[src/pkg/pxc_pkg.sv]
// Shared constants and types for the express-mode channel control block
package pxc_pkg;
    // ==========================================================
    // Receive status codes
    localparam logic [2:0] RXS_OK        = 3'h0;
    localparam logic [2:0] RXS_SKP_ADD   = 3'h1;
    localparam logic [2:0] RXS_SKP_DEL   = 3'h2;
    localparam logic [2:0] RXS_RX_DET    = 3'h3;
    localparam logic [2:0] RXS_DEC_ERR   = 3'h4;
    localparam logic [2:0] RXS_EB_OVF    = 3'h5;
    localparam logic [2:0] RXS_EB_UNF    = 3'h6;
    localparam logic [2:0] RXS_DISP_ERR  = 3'h7;
    // ==========================================================
    // PLL select encodings
    localparam logic [1:0] PLL_SEL_CHANNEL  = 2'h0;
    localparam logic [1:0] PLL_SEL_QUAD_ONE = 2'h3;
    localparam logic [1:0] PLL_SEL_QUAD_ZERO = 2'h2;
    // Termination modes
    localparam logic [1:0] TERM_SUPPLY      = 2'h0;
    localparam logic [1:0] TERM_PROGRAMMABLE = 2'h3;
    // ==========================================================
    // Timing counts in clk_sys cycles
    localparam int          ALIGN_START_MIN  = 4;
    localparam logic [3:0]  ALIGN_START_CYC  = 4'(ALIGN_START_MIN);
    localparam logic [3:0]  ALIGN_WORK_CYC   = 4'h8;
    localparam logic [3:0]  RESET_WORK_CYC   = 4'h6;
    localparam logic [3:0]  RATE_WORK_CYC    = 4'h8;
    // ==========================================================
    // Host register map, byte offsets
    localparam logic [3:0] REG_CTRL   = 4'h0;
    localparam logic [3:0] REG_STATUS = 4'h4;
    localparam logic [3:0] REG_CFG    = 4'h8;
    localparam logic [3:0] REG_RXSTAT = 4'hc;
    // CTRL bits
    localparam int CTRL_RESET_GO  = 0;
    localparam int CTRL_GEN3_REQ  = 1;
    localparam int CTRL_DET_START = 2;
    localparam int CTRL_DET_DONE  = 3;
    localparam int CTRL_RISE_DET  = 4;
    // CFG bits
    localparam int CFG_PCIE_EN    = 0;
    localparam int CFG_SEL12_LO   = 1;
    localparam int CFG_PLLUSE     = 3;
    // STATUS bits
    localparam int ST_RESET_BUSY  = 0;
    localparam int ST_ALIGN_DONE  = 1;
    localparam int ST_RATE_IDLE   = 2;
    localparam int ST_GEN3_RDY    = 3;
    localparam int ST_ENTER_GEN3  = 4;
    localparam int ST_PHY_RST     = 5;
    localparam logic [7:0] CFG_RESET = 8'h0f;

    typedef enum logic [2:0] {
        HS_IDLE  = 3'h0,
        HS_REQ   = 3'h1,
        HS_START = 3'h3,
        HS_WAIT  = 3'h2,
        HS_DONE  = 3'h6
    } pxc_host_state_t;

    typedef enum logic [1:0] {
        DS_IDLE  = 2'h0,
        DS_RESET = 2'h1,
        DS_ALIGN = 2'h3,
        DS_RUN   = 2'h2
    } pxc_dev_state_t;
endpackage

[src/pkg/pxc_if.sv]
// Interface joining the controller and the channel
`timescale 1ns/1ps
interface pxc_if;
    logic       reset_idle_request;
    logic       tx_align_start;
    logic       tx_align_done;
    logic       eq_adapt_done_reserved;
    logic       user_rate_done_reserved;
    logic       phy_reset_status;
    logic       shared_pll_powerdown_out;
    logic       shared_pll_reset_out;
    logic       rate_change_idle;
    logic       entering_third_gen;
    logic       third_gen_ready;
    logic       user_rate_start_reserved;
    logic [2:0] receive_status_code;
    logic       channel_pll_freq_lock_in;
    logic       quad_pll_zero_freq_lock_in;
    logic       quad_pll_one_freq_lock_in;
    logic       gen3_request;
    logic       pcs_express_mode_enable;
    logic [1:0] pll_select_gen_one_two;
    logic [1:0] pll_select_gen_three;
    logic [1:0] plus_pll_select_gen_four;
    logic [1:0] rx_termination_mode;

    modport dev (
        input  reset_idle_request, tx_align_start, eq_adapt_done_reserved,
               user_rate_done_reserved, channel_pll_freq_lock_in,
               quad_pll_zero_freq_lock_in, quad_pll_one_freq_lock_in,
               gen3_request, pcs_express_mode_enable,
               pll_select_gen_one_two, pll_select_gen_three,
               plus_pll_select_gen_four, rx_termination_mode,
        output tx_align_done, phy_reset_status, shared_pll_powerdown_out,
               shared_pll_reset_out, rate_change_idle, entering_third_gen,
               third_gen_ready, user_rate_start_reserved,
               receive_status_code
    );
    modport host (
        output reset_idle_request, tx_align_start, eq_adapt_done_reserved,
               user_rate_done_reserved, channel_pll_freq_lock_in,
               quad_pll_zero_freq_lock_in, quad_pll_one_freq_lock_in,
               gen3_request, pcs_express_mode_enable,
               pll_select_gen_one_two, pll_select_gen_three,
               plus_pll_select_gen_four, rx_termination_mode,
        input  tx_align_done, phy_reset_status, shared_pll_powerdown_out,
               shared_pll_reset_out, rate_change_idle, entering_third_gen,
               third_gen_ready, user_rate_start_reserved,
               receive_status_code
    );
endinterface

[src/core/pxc_channel.sv]
// Channel end: reset, alignment, rate change and receive status
`timescale 1ns/1ps
// Notes on behaviour
// Host drives reset request low, high after
// Host holds alignment start four cycles
// Host waits for alignment done rise
// Host ties reserved inputs to zero
// Reset status high while in reset
// Channel offers shared PLL powerdown, reset
// Rate idle low during rate change
// Alignment done high after alignment finishes
// Entering third gen high while moving there
// Third gen ready high at Gen3 rate
// Status codes 000 to 011 defined
// Status codes 100 to 111 defined
// Host drives freq-lock from PLL locks
// Express mode only when enable set
// Gen1/2 select: 00 channel, 11 quad one
// Gen3 select set to 11
// Gen4 select set to 10
// Datapath chosen by line rate
// Supply termination during unknown detection
// Programmable termination after detection
// Rising-edge detection keeps programmable mode
// Gen3 buffer settings left untouched
// Asynchronous inputs synchronised by two stages
module pxc_channel (
    input  wire logic       clk_sys,
    input  wire logic       rst_n,
    pxc_if.dev              lnk,
    input  wire logic       ev_skp_add,
    input  wire logic       ev_skp_del,
    input  wire logic       ev_rx_det,
    input  wire logic       ev_dec_err,
    input  wire logic       ev_eb_ovf,
    input  wire logic       ev_eb_unf,
    input  wire logic       ev_disp_err,
    output logic            path_gen3_sel,
    output logic [1:0]      active_pll_sel,
    output logic            active_pll_locked
);
    // ==========================================================
    // Input synchronisers
    logic [4:0] sync1_r;
    logic [4:0] sync2_r;
    logic       rst_idle_s;
    logic       align_start_s;
    logic       gen3_req_s;
    logic [1:0] lock_s;

    always_ff @(posedge clk_sys or negedge rst_n) begin
        if (!rst_n) begin
            sync1_r <= 5'h01;
            sync2_r <= 5'h01;
        end else begin
            sync1_r <= {lnk.quad_pll_one_freq_lock_in,
                        lnk.channel_pll_freq_lock_in,
                        lnk.gen3_request, lnk.tx_align_start,
                        lnk.reset_idle_request};
            sync2_r <= sync1_r;
        end
    end
    assign rst_idle_s    = sync2_r[0];
    assign align_start_s = sync2_r[1];
    assign gen3_req_s    = sync2_r[2];
    assign lock_s        = sync2_r[4:3];

    // ==========================================================
    // Reset and alignment sequencer
    pxc_pkg::pxc_dev_state_t st_r;
    logic [3:0] cnt_r;
    logic       align_seen_r;
    logic       align_done_r;
    logic       express_en;

    assign express_en = lnk.pcs_express_mode_enable;

    always_ff @(posedge clk_sys or negedge rst_n) begin
        if (!rst_n) begin
            st_r         <= pxc_pkg::DS_RESET;
            cnt_r        <= 4'h0;
            align_seen_r <= 1'b0;
            align_done_r <= 1'b0;
        end else begin
            case (st_r)
                pxc_pkg::DS_IDLE: begin
                    if (express_en && !rst_idle_s) begin
                        st_r         <= pxc_pkg::DS_RESET;
                        cnt_r        <= 4'h0;
                        align_done_r <= 1'b0;
                    end
                end
                pxc_pkg::DS_RESET: begin
                    if (cnt_r != pxc_pkg::RESET_WORK_CYC)
                        cnt_r <= cnt_r + 4'h1;
                    if (align_start_s)
                        align_seen_r <= 1'b1;
                    if (align_seen_r && !align_start_s) begin
                        st_r  <= pxc_pkg::DS_ALIGN;
                        cnt_r <= 4'h0;
                    end
                    if (!express_en)
                        st_r <= pxc_pkg::DS_IDLE;
                end
                pxc_pkg::DS_ALIGN: begin
                    cnt_r <= cnt_r + 4'h1;
                    if (cnt_r == pxc_pkg::ALIGN_WORK_CYC) begin
                        align_done_r <= 1'b1;
                        align_seen_r <= 1'b0;
                        st_r         <= pxc_pkg::DS_RUN;
                    end
                end
                pxc_pkg::DS_RUN: begin
                    if (rst_idle_s || !express_en)
                        st_r <= pxc_pkg::DS_IDLE;
                end
                default: st_r <= pxc_pkg::DS_IDLE;
            endcase
        end
    end

    // Reset status tracks sequencer in reset or alignment
    logic phy_rst_r;
    always_ff @(posedge clk_sys or negedge rst_n) begin
        if (!rst_n)
            phy_rst_r <= 1'b1;
        else
            phy_rst_r <= (st_r == pxc_pkg::DS_RESET) ||
                         (st_r == pxc_pkg::DS_ALIGN);
    end

    // ==========================================================
    // Rate change to third generation
    logic       gen3_r;
    logic       entering_r;
    logic [3:0] rate_cnt_r;

    always_ff @(posedge clk_sys or negedge rst_n) begin
        if (!rst_n) begin
            gen3_r     <= 1'b0;
            entering_r <= 1'b0;
            rate_cnt_r <= 4'h0;
        end else if (!express_en || st_r != pxc_pkg::DS_IDLE) begin
            gen3_r     <= 1'b0;
            entering_r <= 1'b0;
            rate_cnt_r <= 4'h0;
        end else if (entering_r) begin
            rate_cnt_r <= rate_cnt_r + 4'h1;
            if (rate_cnt_r == pxc_pkg::RATE_WORK_CYC) begin
                entering_r <= 1'b0;
                gen3_r     <= 1'b1;
            end
        end else if (gen3_req_s != gen3_r) begin
            if (gen3_req_s) begin
                entering_r <= 1'b1;
                rate_cnt_r <= 4'h0;
            end else begin
                gen3_r <= 1'b0;
            end
        end
    end

    // Shared PLL controls: powered down outside express mode
    logic qpd_r;
    logic qrst_r;
    always_ff @(posedge clk_sys or negedge rst_n) begin
        if (!rst_n) begin
            qpd_r  <= 1'b1;
            qrst_r <= 1'b1;
        end else begin
            qpd_r  <= !express_en;
            qrst_r <= !express_en || st_r == pxc_pkg::DS_RESET ||
                      (entering_r && rate_cnt_r == 4'h0);
        end
    end

    // ==========================================================
    // Receive status encoder, highest code wins
    logic [2:0] rxs_nxt;
    logic [2:0] rxs_r;
    always_comb begin
        rxs_nxt = pxc_pkg::RXS_OK;
        if (ev_disp_err)     rxs_nxt = pxc_pkg::RXS_DISP_ERR;
        else if (ev_eb_unf)  rxs_nxt = pxc_pkg::RXS_EB_UNF;
        else if (ev_eb_ovf)  rxs_nxt = pxc_pkg::RXS_EB_OVF;
        else if (ev_dec_err) rxs_nxt = pxc_pkg::RXS_DEC_ERR;
        else if (ev_rx_det)  rxs_nxt = pxc_pkg::RXS_RX_DET;
        else if (ev_skp_del) rxs_nxt = pxc_pkg::RXS_SKP_DEL;
        else if (ev_skp_add) rxs_nxt = pxc_pkg::RXS_SKP_ADD;
    end
    always_ff @(posedge clk_sys or negedge rst_n) begin
        if (!rst_n)
            rxs_r <= pxc_pkg::RXS_OK;
        else
            rxs_r <= (express_en && !gen3_r) ? rxs_nxt : pxc_pkg::RXS_OK;
    end

    // ==========================================================
    // PLL and datapath selection
    logic [1:0] pll_sel_r;
    logic       path_r;
    logic       pll_lock_r;
    always_ff @(posedge clk_sys or negedge rst_n) begin
        if (!rst_n) begin
            pll_sel_r  <= pxc_pkg::PLL_SEL_CHANNEL;
            path_r     <= 1'b0;
            pll_lock_r <= 1'b0;
        end else begin
            pll_sel_r  <= gen3_r ? lnk.pll_select_gen_three
                                 : lnk.pll_select_gen_one_two;
            path_r     <= gen3_r;
            pll_lock_r <= (pll_sel_r == pxc_pkg::PLL_SEL_CHANNEL)
                          ? lock_s[0] : lock_s[1];
        end
    end

    assign lnk.tx_align_done            = align_done_r;
    assign lnk.phy_reset_status         = phy_rst_r;
    assign lnk.shared_pll_powerdown_out = qpd_r;
    assign lnk.shared_pll_reset_out     = qrst_r;
    assign lnk.rate_change_idle         = !entering_r;
    assign lnk.entering_third_gen       = entering_r;
    assign lnk.third_gen_ready          = gen3_r;
    assign lnk.user_rate_start_reserved = 1'b0;
    assign lnk.receive_status_code      = rxs_r;
    assign path_gen3_sel                = path_r;
    assign active_pll_sel               = pll_sel_r;
    assign active_pll_locked            = pll_lock_r;
endmodule

[src/flat_wrapper.sv]
// flat-port wrapper written by rule: the top's interface ports become plain ports
module pxc_channel_flat 
  (clk_sys, rst_n, ev_skp_add, ev_skp_del, ev_rx_det, ev_dec_err, ev_eb_ovf, ev_eb_unf, ev_disp_err, path_gen3_sel, active_pll_sel, active_pll_locked, lnk_reset_idle_request, lnk_tx_align_start, lnk_eq_adapt_done_reserved, lnk_user_rate_done_reserved, lnk_channel_pll_freq_lock_in, lnk_quad_pll_zero_freq_lock_in, lnk_quad_pll_one_freq_lock_in, lnk_gen3_request, lnk_pcs_express_mode_enable, lnk_pll_select_gen_one_two, lnk_pll_select_gen_three, lnk_plus_pll_select_gen_four, lnk_rx_termination_mode, lnk_tx_align_done, lnk_phy_reset_status, lnk_shared_pll_powerdown_out, lnk_shared_pll_reset_out, lnk_rate_change_idle, lnk_entering_third_gen, lnk_third_gen_ready, lnk_user_rate_start_reserved, lnk_receive_status_code);
  pxc_if lnk_i ();
  input  wire logic clk_sys;
  input  wire logic rst_n;
  input  wire logic ev_skp_add;
  input  wire logic ev_skp_del;
  input  wire logic ev_rx_det;
  input  wire logic ev_dec_err;
  input  wire logic ev_eb_ovf;
  input  wire logic ev_eb_unf;
  input  wire logic ev_disp_err;
  output logic path_gen3_sel;
  output logic [1:0] active_pll_sel;
  output logic active_pll_locked;
  input wire logic [$bits(lnk_i.reset_idle_request)-1:0] lnk_reset_idle_request;
  input wire logic [$bits(lnk_i.tx_align_start)-1:0] lnk_tx_align_start;
  input wire logic [$bits(lnk_i.eq_adapt_done_reserved)-1:0] lnk_eq_adapt_done_reserved;
  input wire logic [$bits(lnk_i.user_rate_done_reserved)-1:0] lnk_user_rate_done_reserved;
  input wire logic [$bits(lnk_i.channel_pll_freq_lock_in)-1:0] lnk_channel_pll_freq_lock_in;
  input wire logic [$bits(lnk_i.quad_pll_zero_freq_lock_in)-1:0] lnk_quad_pll_zero_freq_lock_in;
  input wire logic [$bits(lnk_i.quad_pll_one_freq_lock_in)-1:0] lnk_quad_pll_one_freq_lock_in;
  input wire logic [$bits(lnk_i.gen3_request)-1:0] lnk_gen3_request;
  input wire logic [$bits(lnk_i.pcs_express_mode_enable)-1:0] lnk_pcs_express_mode_enable;
  input wire logic [$bits(lnk_i.pll_select_gen_one_two)-1:0] lnk_pll_select_gen_one_two;
  input wire logic [$bits(lnk_i.pll_select_gen_three)-1:0] lnk_pll_select_gen_three;
  input wire logic [$bits(lnk_i.plus_pll_select_gen_four)-1:0] lnk_plus_pll_select_gen_four;
  input wire logic [$bits(lnk_i.rx_termination_mode)-1:0] lnk_rx_termination_mode;
  output wire logic [$bits(lnk_i.tx_align_done)-1:0] lnk_tx_align_done;
  output wire logic [$bits(lnk_i.phy_reset_status)-1:0] lnk_phy_reset_status;
  output wire logic [$bits(lnk_i.shared_pll_powerdown_out)-1:0] lnk_shared_pll_powerdown_out;
  output wire logic [$bits(lnk_i.shared_pll_reset_out)-1:0] lnk_shared_pll_reset_out;
  output wire logic [$bits(lnk_i.rate_change_idle)-1:0] lnk_rate_change_idle;
  output wire logic [$bits(lnk_i.entering_third_gen)-1:0] lnk_entering_third_gen;
  output wire logic [$bits(lnk_i.third_gen_ready)-1:0] lnk_third_gen_ready;
  output wire logic [$bits(lnk_i.user_rate_start_reserved)-1:0] lnk_user_rate_start_reserved;
  output wire logic [$bits(lnk_i.receive_status_code)-1:0] lnk_receive_status_code;
  assign lnk_i.reset_idle_request = lnk_reset_idle_request;
  assign lnk_i.tx_align_start = lnk_tx_align_start;
  assign lnk_i.eq_adapt_done_reserved = lnk_eq_adapt_done_reserved;
  assign lnk_i.user_rate_done_reserved = lnk_user_rate_done_reserved;
  assign lnk_i.channel_pll_freq_lock_in = lnk_channel_pll_freq_lock_in;
  assign lnk_i.quad_pll_zero_freq_lock_in = lnk_quad_pll_zero_freq_lock_in;
  assign lnk_i.quad_pll_one_freq_lock_in = lnk_quad_pll_one_freq_lock_in;
  assign lnk_i.gen3_request = lnk_gen3_request;
  assign lnk_i.pcs_express_mode_enable = lnk_pcs_express_mode_enable;
  assign lnk_i.pll_select_gen_one_two = lnk_pll_select_gen_one_two;
  assign lnk_i.pll_select_gen_three = lnk_pll_select_gen_three;
  assign lnk_i.plus_pll_select_gen_four = lnk_plus_pll_select_gen_four;
  assign lnk_i.rx_termination_mode = lnk_rx_termination_mode;
  assign lnk_tx_align_done = lnk_i.tx_align_done;
  assign lnk_phy_reset_status = lnk_i.phy_reset_status;
  assign lnk_shared_pll_powerdown_out = lnk_i.shared_pll_powerdown_out;
  assign lnk_shared_pll_reset_out = lnk_i.shared_pll_reset_out;
  assign lnk_rate_change_idle = lnk_i.rate_change_idle;
  assign lnk_entering_third_gen = lnk_i.entering_third_gen;
  assign lnk_third_gen_ready = lnk_i.third_gen_ready;
  assign lnk_user_rate_start_reserved = lnk_i.user_rate_start_reserved;
  assign lnk_receive_status_code = lnk_i.receive_status_code;
  pxc_channel u_core (.clk_sys(clk_sys), .rst_n(rst_n), .lnk(lnk_i), .ev_skp_add(ev_skp_add), .ev_skp_del(ev_skp_del), .ev_rx_det(ev_rx_det), .ev_dec_err(ev_dec_err), .ev_eb_ovf(ev_eb_ovf), .ev_eb_unf(ev_eb_unf), .ev_disp_err(ev_disp_err), .path_gen3_sel(path_gen3_sel), .active_pll_sel(active_pll_sel), .active_pll_locked(active_pll_locked));
endmodule
[config.mk]
export PLATFORM = sky130hd
export DESIGN_NAME = pxc_channel_flat
export DESIGN_NICKNAME = d
export VERILOG_FILES = /design/src/pkg/pxc_pkg.sv /design/src/pkg/pxc_if.sv /design/src/core/pxc_channel.sv /design/src/flat_wrapper.sv
export SDC_FILE = /design/constraint.sdc
export NUM_CORES = 1
export LEC_CHECK = 0
export BUFFER_PORTS_ARGS = -buffer_cell sky130_fd_sc_hd__buf_2
export CAP_MARGIN = 20
export CORE_MARGIN = 3
export CORE_UTILIZATION = 30
export CTS_BUF_LIST = sky130_fd_sc_hd__clkbuf_8 sky130_fd_sc_hd__clkbuf_16
export DETAILED_ROUTE_END_ITERATION = 10
export GPL_ROUTABILITY_DRIVEN = 0
export PLACE_DENSITY = 0.55
export SKIP_LAST_GASP = 1
export SLEW_MARGIN = 10
export SYNTH_ARGS = -nofsm -noshare
export SYNTH_HDL_FRONTEND = slang
export SYNTH_SLANG_ARGS = --single-unit
[constraint.sdc]
create_clock -name clk_sys -period 4.49 [get_ports clk_sys]
set_input_delay 0.2245 -clock clk_sys [delete_from_list [all_inputs] [get_ports clk_sys]]
set_output_delay 0.2245 -clock clk_sys [all_outputs]
set_load 0.03 [all_outputs]
Word level (Yosys, flattened, before mapping)
Index checks and enable logic that the tools add are counted.

cells by class
  add/subtract/negate cells = 2
  eq/ne operators = 15
  mux-type cells = 40
  reductions and logical operators = 29

operators with widths
  cell                                           number
  two-way mux 4 bit                              7
  two-way mux 3 bit                              7
  two-way mux 1 bit                              16
  two-way mux 2 bit                              6
  case mux 4 bit (3 select lines)                1
  AND reduction 3 bit                            4
  nonzero test 3 bit                             3
  adder 4 x 1 -> 4 bit, second input constant    2
  equality test 4 bit, second input constant     2
  != test 2 x 1 -> 1 bit, second input constant  4
  case mux 2 bit (4 select lines)                1
  != test 3 bit, second input constant           2
  nonzero test 2 bit                             3
  zero test 1 bit                                5
  logical OR 1 bit                               5
  equality test 2 bit, second input constant     2
  logical AND 1 bit                              4
  zero test 2 bit                                2
  zero test 4 bit                                1
  != test 4 x 3 -> 1 bit, second input constant  1
  case mux 1 bit (2 select lines)                2
  AND reduction 4 bit                            1
  != test 3 x 1 -> 1 bit, second input constant  1
  != test 3 x 2 -> 1 bit, second input constant  1
  3 further kinds                                3

word-level totals
  register bits after elaboration = 34
  input port bits = 26
  output and inout bits = 15
  logic and storage cells = 102

Logic depth before layout (Yosys ltp)
Gate-level depths: netlist (run 1).

  word-level depth = 8
  depth in mapped cells = 6
  gate-level depth less buffers = 6

Worst setup path after synthesis (run 1)
Ideal clock, no wire load.

  path type = register to register
  start = register u_core.st_r[0]
  end = register u_core.align_done_r (netlist: u_core.lnk.tx_align_done)
  arrival time = 1507 ps
  required time = 4365 ps
  path slack = 2858 ps
  cell stages (with the launch flop) = 5
  buffers on the path = 0
  cell sequence = dfstp_2 > inv_1 > ha_1 > a221oi_1 > mux2_2

between the ends
  cells in the longest elaborated chain, start to end = 3
  elaborated cells on any way between the ends = 7

RTL lines
  element                                                                        line                RTL
  start: declaration                                                             pxc_channel.sv:70   pxc_pkg::pxc_dev_state_t st_r;
  start signal: assignment                                                       pxc_channel.sv:80   st_r <= pxc_pkg::DS_RESET;
  start signal: assignment                                                       pxc_channel.sv:88   st_r <= pxc_pkg::DS_RESET;
  start signal: assignment                                                       pxc_channel.sv:99   st_r <= pxc_pkg::DS_ALIGN;
  equality test 2 bit or zero test 2 bit (tied branches)                         pxc_channel.sv:85   case (st_r)
  != test 2 x 1 -> 1 bit (no source line) or nonzero test 2 bit (tied branches)  -
  AND reduction 3 bit (no source line)                                           -
  end signal: assignment                                                         pxc_channel.sv:83   align_done_r <= 1'b0;
  end signal: assignment                                                         pxc_channel.sv:90   align_done_r <= 1'b0;
  end signal: assignment                                                         pxc_channel.sv:108  align_done_r <= 1'b1;
  end: declaration                                                               pxc_channel.sv:73   logic align_done_r;

Parallel ways exist; a longest one is shown, timed or not.
A chain may end at the register's enable or synchronous reset.

Worst setup path after layout (run 1)
Same ends and word-level chain as after synthesis.

==> flow_summary.yaml, run 1 <==
status:
  outcome: "complete, no violations"
clock_tree:
  cts_resized: 0
  root_buffer: "clkbuf_8"
  clk_path_buf_depth: 2
  clk_pin_slew_worst_paths_ps: 70
  cts_setup_buffers: 0
  htreeDepth: 2
  cts_hold_buf: 0
  clock_latency_ps: 280
  cts_made_buffers: 5
  cts_tree: "done"
  cts.sinks: 34
global_route:
  grt_max_degree: 35
  grt_pass1_vias: 1094
  grt_use_total_pct: 10.4
  antenna_found_initial: 0
  grt_pass1_wl_um: 4910
  globalRoute.totalOverflow: 0
placement:
  placed_cells_incl_taps: 234
  hpwl_um: 2090
  io_buffers: 32
  dp_slack_ps: 2750
power:
  power_uw: 904
  vdd_drop_max_v: 0.000143
  p_leak_uw: 0.000906
  power.density_nw_per_um2: 479
sta:
  skew_ps: 2.97
  period_share_pct: 38.5
  rsz0062_at_grt: "no"
  fin_tns_setup_ps: 0
  min_period_ps: 1730
  fmax_mhz: 579
  max_slew_margin_pct: 49.9
  worst_slew_pin_slew_ps: 751
  hold_viol_final: 0
  slew_viol_final: 0
  setup_violations: 0
  finalWorstSetupSlack_ps: 2760
logic_synthesis:
  syn_area_um2: 1570
  ys_seq_area_share_pct: 54.8
  synth_area_leaders: "dfrtp_1, dfstp_2, ha_1, a21oi_1, mux2_2"
  avgSynthCellArea_um2: 11.4
  synth-seq-cells: 34
  synth_top_area_share_pct: 44.8
  synthCells: 137
  yosysWarnings: 0
  syn_nets: 175
  ys_types: 39
  synth.largest_area_cell: "dfrtp_1"
cells_and_area:
  fillers: 499
  final_cell_mix: "buf_2, dfrtp_1, a21oi_1"
  final_cells: 242
  antenna_cells: 0
  mostFrequentLayoutCell: "buf_2"
  layout-drive-gt1-share_pct: 33.1
  fin_nets: 212
  area_growth_syn_to_layout_pct: 20.6
  utilization_pct: 38.7
worst_setup_path:
  crit_required_ps: 4660
  crit_path_start: "u_core.st_r[0]"
  r2r-start: "u_core.st_r[0]"
  cp-end-kind: "flip-flop"
  r2r_slack_ps: 2760
  critPathKind: "reg2reg"
  start_kind: "flip-flop"
  crit_path_max_fanout: 4
  arrival_ps: 1890
floorplan:
  core_um2: 4880
  die_h_um: 78.2
  die_w_um: 78.2
  die-area_um2: 6120
  rows: 25
  ios: 41
  initial_utilization_pct: 32.1
drt:
  wl_per_cell_um: 11.6
  vias: 1078
  ant_nets: 0
  routed_wl_um: 2820
  drt_iter0_markers: 101
  first_pass_iters: 4
  routed_via_density: 4.45
  route.detailed.drc: 0
worst_hold_path:
  hp-class: "in2async"
flow_run:
  drv_cap: 0
## metrics by stage
step,cell area (um2),hold WS (ps)
after floorplan,1570,-71.1
after global placement,1800,329
after detailed placement,1800,331
after CTS,1890,29.1
after global routing,1890,24.2
final,1890,12.5
## layer usage
| layer | GRT usage [%] | routed length (um) |
|---|---|---|
| met5 | 0 | 0 |
| met1 | 11.5 | 1240 |
| met4 | 7.17 | 68 |
| met3 | 3.78 | 174 |
| met2 | 16.4 | 1330 |
## synth_stat cells
| cell | instances |
|---|---|
| o21bai_1 | 1 |
| and3_1 | 1 |
| mux2_2 | 5 |
| xnor2_1 | 1 |
| mux2i_1 | 1 |
| a211oi_1 | 1 |
| nor3_1 | 1 |
| inv_1 | 12 |
| o31ai_1 | 1 |
| nand2b_1 | 4 |
| o21ai_0 | 3 |
| nand2_2 | 1 |
| or3b_1 | 1 |
| ha_1 | 12 |
| a21oi_2 | 1 |
| nand4_1 | 1 |
| nor2_1 | 8 |
| nand3_1 | 5 |
| a31o_2 | 1 |
| and3b_2 | 1 |
| a221oi_4 | 1 |
| a21oi_1 | 16 |
| nand2b_4 | 1 |
| conb_1 | 1 |
| a22o_1 | 1 |
| buf_2 | 1 |
| o2bb2ai_1 | 1 |
| nand3b_1 | 1 |
| nand2_1 | 10 |
| xor2_1 | 1 |
| dfstp_2 | 6 |
| or2_2 | 1 |
| or3_1 | 1 |
| a221oi_1 | 1 |
| dfrtp_1 | 28 |
| buf_4 | 1 |
| nor2b_1 | 1 |
| mux2_4 | 1 |
| a31o_1 | 1 |
## report_power, final
part	internal (uW)	switching, uW
registers	356	28.7
clock network	121	104
logic	121	173
## critical path, stage by stage, from the launching register on
cell and delay [ps]:
dfstp_2 560, inv_1 90, ha_1 280, a221oi_1 320
mux2_2 370
## path summary, 6_finish.rpt
kind	to	depth (start not counted)
worst min register to register	u_core.sync2_r[1]	0
min in group clk_sys	u_core.sync1_r[0]	1
worst min-delay path	u_core.rate_cnt_r[0]	1
max in group asynchronous	u_core.lnk.receive_status_code[0]	1
worst max-delay path	u_core.lnk.tx_align_done	4
worst max register to register	u_core.lnk.tx_align_done	4
## registers in the layout (all words and copies together) (netlist names), 2 cells and up
| signal | cells |
|---|---|
| u_core.sync1_r | 5 |
| u_core.st_r | 2 |
| u_core.active_pll_sel | 2 |
| u_core.cnt_r | 4 |
| u_core.lnk.receive_status_code | 3 |
| u_core.sync2_r | 5 |
| u_core.rate_cnt_r | 4 |
## cell families after synthesis
logic type	count (synthesis)	synth area share (%)
buffers and inverters	14	3.68
other	1	0.240
multiplexers	7	5.20
AO/OA/AOI/OAI	29	12.6
AND/OR/NAND/NOR	38	12.8
XOR/XNOR	2	1.12
adder cells (fa/ha/maj)	12	9.59
flip-flops	34	54.8
## final cells by class
class | instances | area, um2 | area share, %
clock inverters | 2 | 8.76 | 0.464
well taps | 67 | 83.8 | 4.44
inverters | 12 | 45.0 | 2.39
clock buffers | 6 | 82.6 | 4.37
repair buffers | 32 | 160 | 8.48
multi-input cells | 89 | 649 | 34.4
flip-flops and latches | 34 | 858 | 45.5
Power figures use the tool's default switching activity.
==> run 2, diff against run 1 <==
Settings changed: ABC_AREA set to 1, PLACE_DENSITY 0.55 to 0.57.
Clock period 4.49 ns to 1.44 ns, I/O delays scaled along.
==> run 2 against run 1 <==
The run now ends with negative setup slack left. Fmax rose by 20%. Worst hold slack improved by 12 ps. Sequential cell count did not move. Count of clock-buffer cells in the layout did not move. Cell count rose by 21%.
==> flow_summary.yaml, run 2 <==
sta:
  whs_ps: 24.8
  min_period_ps: 1440
  rsz0062_at_grt: "yes"
  hold_viol_final: 0
  slew_viol_final: 0
  period_share_pct: 100
  skew_ps: 4.63
  finalWorstSetupSlack_ps: -2.44
  fmax_mhz: 693
  setup_violations: 2
logic_synthesis:
  synth_most_common_cell: "nand2_1"
  synth_edf_count: 0
  ys_seq_area_share_pct: 54.2
  synth_area_leaders: "dfrtp_1, dfstp_2, ha_1, nand2_1, inv_1"
  synth-seq-cells: 34
  syn_area_um2: 1580
  synth.top_cells.by_count: "nand2_1, dfrtp_1, inv_1"
  avgSynthCellArea_um2: 9.32
  yosysWarnings: 0
  yosys_most_used_dff: "dfrtp_1"
  synth_top_area_share_pct: 44.2
  syn_nets: 208
  async_flop_share_pct: 100
  synthCells: 170
  ys_types: 25
  synth.largest_area_cell: "dfrtp_1"
clock_tree:
  cts_setup_buffers: 0
  root_buffer: "clkbuf_8"
  cts_made_buffers: 5
  clk_path_buf_depth: 2
  cts_tree: "done"
  clock_latency_ps: 280
  clk_pin_slew_worst_paths_ps: 60
  htreeDepth: 2
  cts.sinks: 34
placement:
  placed_cells_incl_taps: 276
  io_buffers: 32
  hpwl_um: 2210
  placedInstanceArea_um2: 1890
power:
  power.density_nw_per_um2: 1460
  switching_share_pct: 36.8
  power_uw: 3150
  p_leak_uw: 0.00107
  switchingPower_uw: 1160
  clockPowerShare_pct: 22.0
  p_int_uw: 1990
  power_frac_seq_pct: 39.1
  combPwrFrac_pct: 38.9
  vdd_drop_max_v: 0.000939
worst_setup_path:
  cp-end-kind: "flip-flop"
  arrival_ps: 1640
  start_kind: "flip-flop"
  slowest_delay_ps: 560
  crit_top_cell: "inv_2"
  cp.depth: 8
  critPathKind: "reg2reg"
  crit_chain: "inv_2, buf_6, ha_2, inv_2, nand2_2, nor2_4, nand3_2, o21ai_1"
  path_delay_family: "flip-flops"
  crit_path_max_fanout: 7
  crit_slowest_cell: "dfstp_2"
  r2r_cells: 8
  crit_required_ps: 1640
  crit_buf_inv: 3
floorplan:
  die_h_um: 78.7
  rows: 25
  die-area_um2: 6190
  core_um2: 4910
  initial_utilization_pct: 32.3
  die_w_um: 78.7
  ios: 41
cells_and_area:
  reg.largest.list: "u_core.sync1_r: 5 flops, u_core.sync2_r: 5 flops"
  multi_input_area_um2: 698
  fin_area_um2: 2160
  final_cells: 294
  utilization_pct: 43.9
  register_area_um2: 860
  antenna_cells: 0
  mostFrequentLayoutCell: "buf_2"
  layout-drive-gt1-share_pct: 35.7
  final_cell_mix: "buf_2, nand2_1, dfrtp_1"
  fin_nets: 264
  area_growth_syn_to_layout_pct: 36.2
  fillers: 504
drt:
  routed_wl_um: 3170
  wl_per_cell_um: 10.8
  ant_nets: 0
  vias: 1282
  route.detailed.drc: 0
  first_pass_iters: 4
  routed_via_density: 4.36
  drt_iter0_markers: 33
status:
  outcome: "finished with violations"
  violations: "negative setup slack"
worst_hold_path:
  hp-class: "in2reg"
  min_path_cells: 2
global_route:
  grt_pass1_vias: 1259
  grt_max_degree: 35
  antenna_found_initial: 0
  grt_use_total_pct: 10.9
  globalRoute.totalOverflow: 0
  grt_pass1_wl_um: 5290
flow_run:
  drv_cap: 0
[run 2: through the flow]
step | setup WS (ps) | TNS (ps)
global route | -86.5 | -606
floorplan | 3.04 | 0
CTS | 5.95 | 0
finish | -2.44 | -4.49
detailed placement | -23.5 | -56.1
global placement | -11.6 | -22.5
[run 2: worst reg2reg max path, stage by stage, from the launching register on]
cell     delay [ps]
dfstp_2         560
inv_2            60
buf_6           130
ha_2            180
inv_2            40
nand2_2          60
nor2_4          170
nand3_2          80
o21ai_1          90
[run 2: cell type report]
cell class              instances  share of cell area [%]
clock inverters                 2                   0.348
inverters                      26                    4.52
well taps                      67                    3.89
flip-flops and latches         34                    39.8
repair buffers                 50                    15.2
multi-input cells             109                    32.4
clock buffers                   6                    3.83
[run 2: power by group through the flow]
stage / logic [uW] / clock network, uW / registers (uW)
final: 1220 / 694 / 1230
after global routing: 1380 / 765 / 1260
after CTS: 1070 / 728 / 1230
after detailed placement: 1010 / 0 / 1240
after global placement: 1010 / 0 / 1240
after floorplan: 570 / 0 / 1340
[run 2: cells by family after synthesis]
family | share of synthesized area (%)
xor+xnor | 0.553
fa+ha+maj | 9.48
mux | 0.711
other cells | 0.237
flops | 54.2
buf+inv | 6.64
compound gates | 9.79
simple gates | 18.4
[run 2: per-layer routing]
metal	share of wire, %	track usage (%)	vias up	routed length, um
li1	-	-	656	-
met1	43	13.6	598	1380
met2	51	17.5	24	1610
met3	4.3	2.98	4	135
met4	1.4	4.72	0	44
met5	0	0	-	0
[run 2: path summary, 6_finish.rpt]
check | start | endpoint | slack (ps)
min in group asynchronous | rst_n | u_core.cnt_r[2] | 350
max | u_core.st_r[0] | u_core.cnt_r[1] | -2
min reg2reg | u_core.sync1_r[1] | u_core.sync2_r[1] | 350
max in group asynchronous | rst_n | u_core.lnk.shared_pll_reset_out | 760
min | lnk_pcs_express_mode_enable | u_core.lnk.shared_pll_powerdown_out | 20
max reg2reg | u_core.st_r[0] | u_core.cnt_r[1] | -2
[run 2: timing repair]
item,4_1_cts,5_1_grt
hold buffers,10,0
gates resized for setup,6,23
pin swaps,2,7
setup endpoints to repair,10,12
endpoints found under the hold margin,35,0
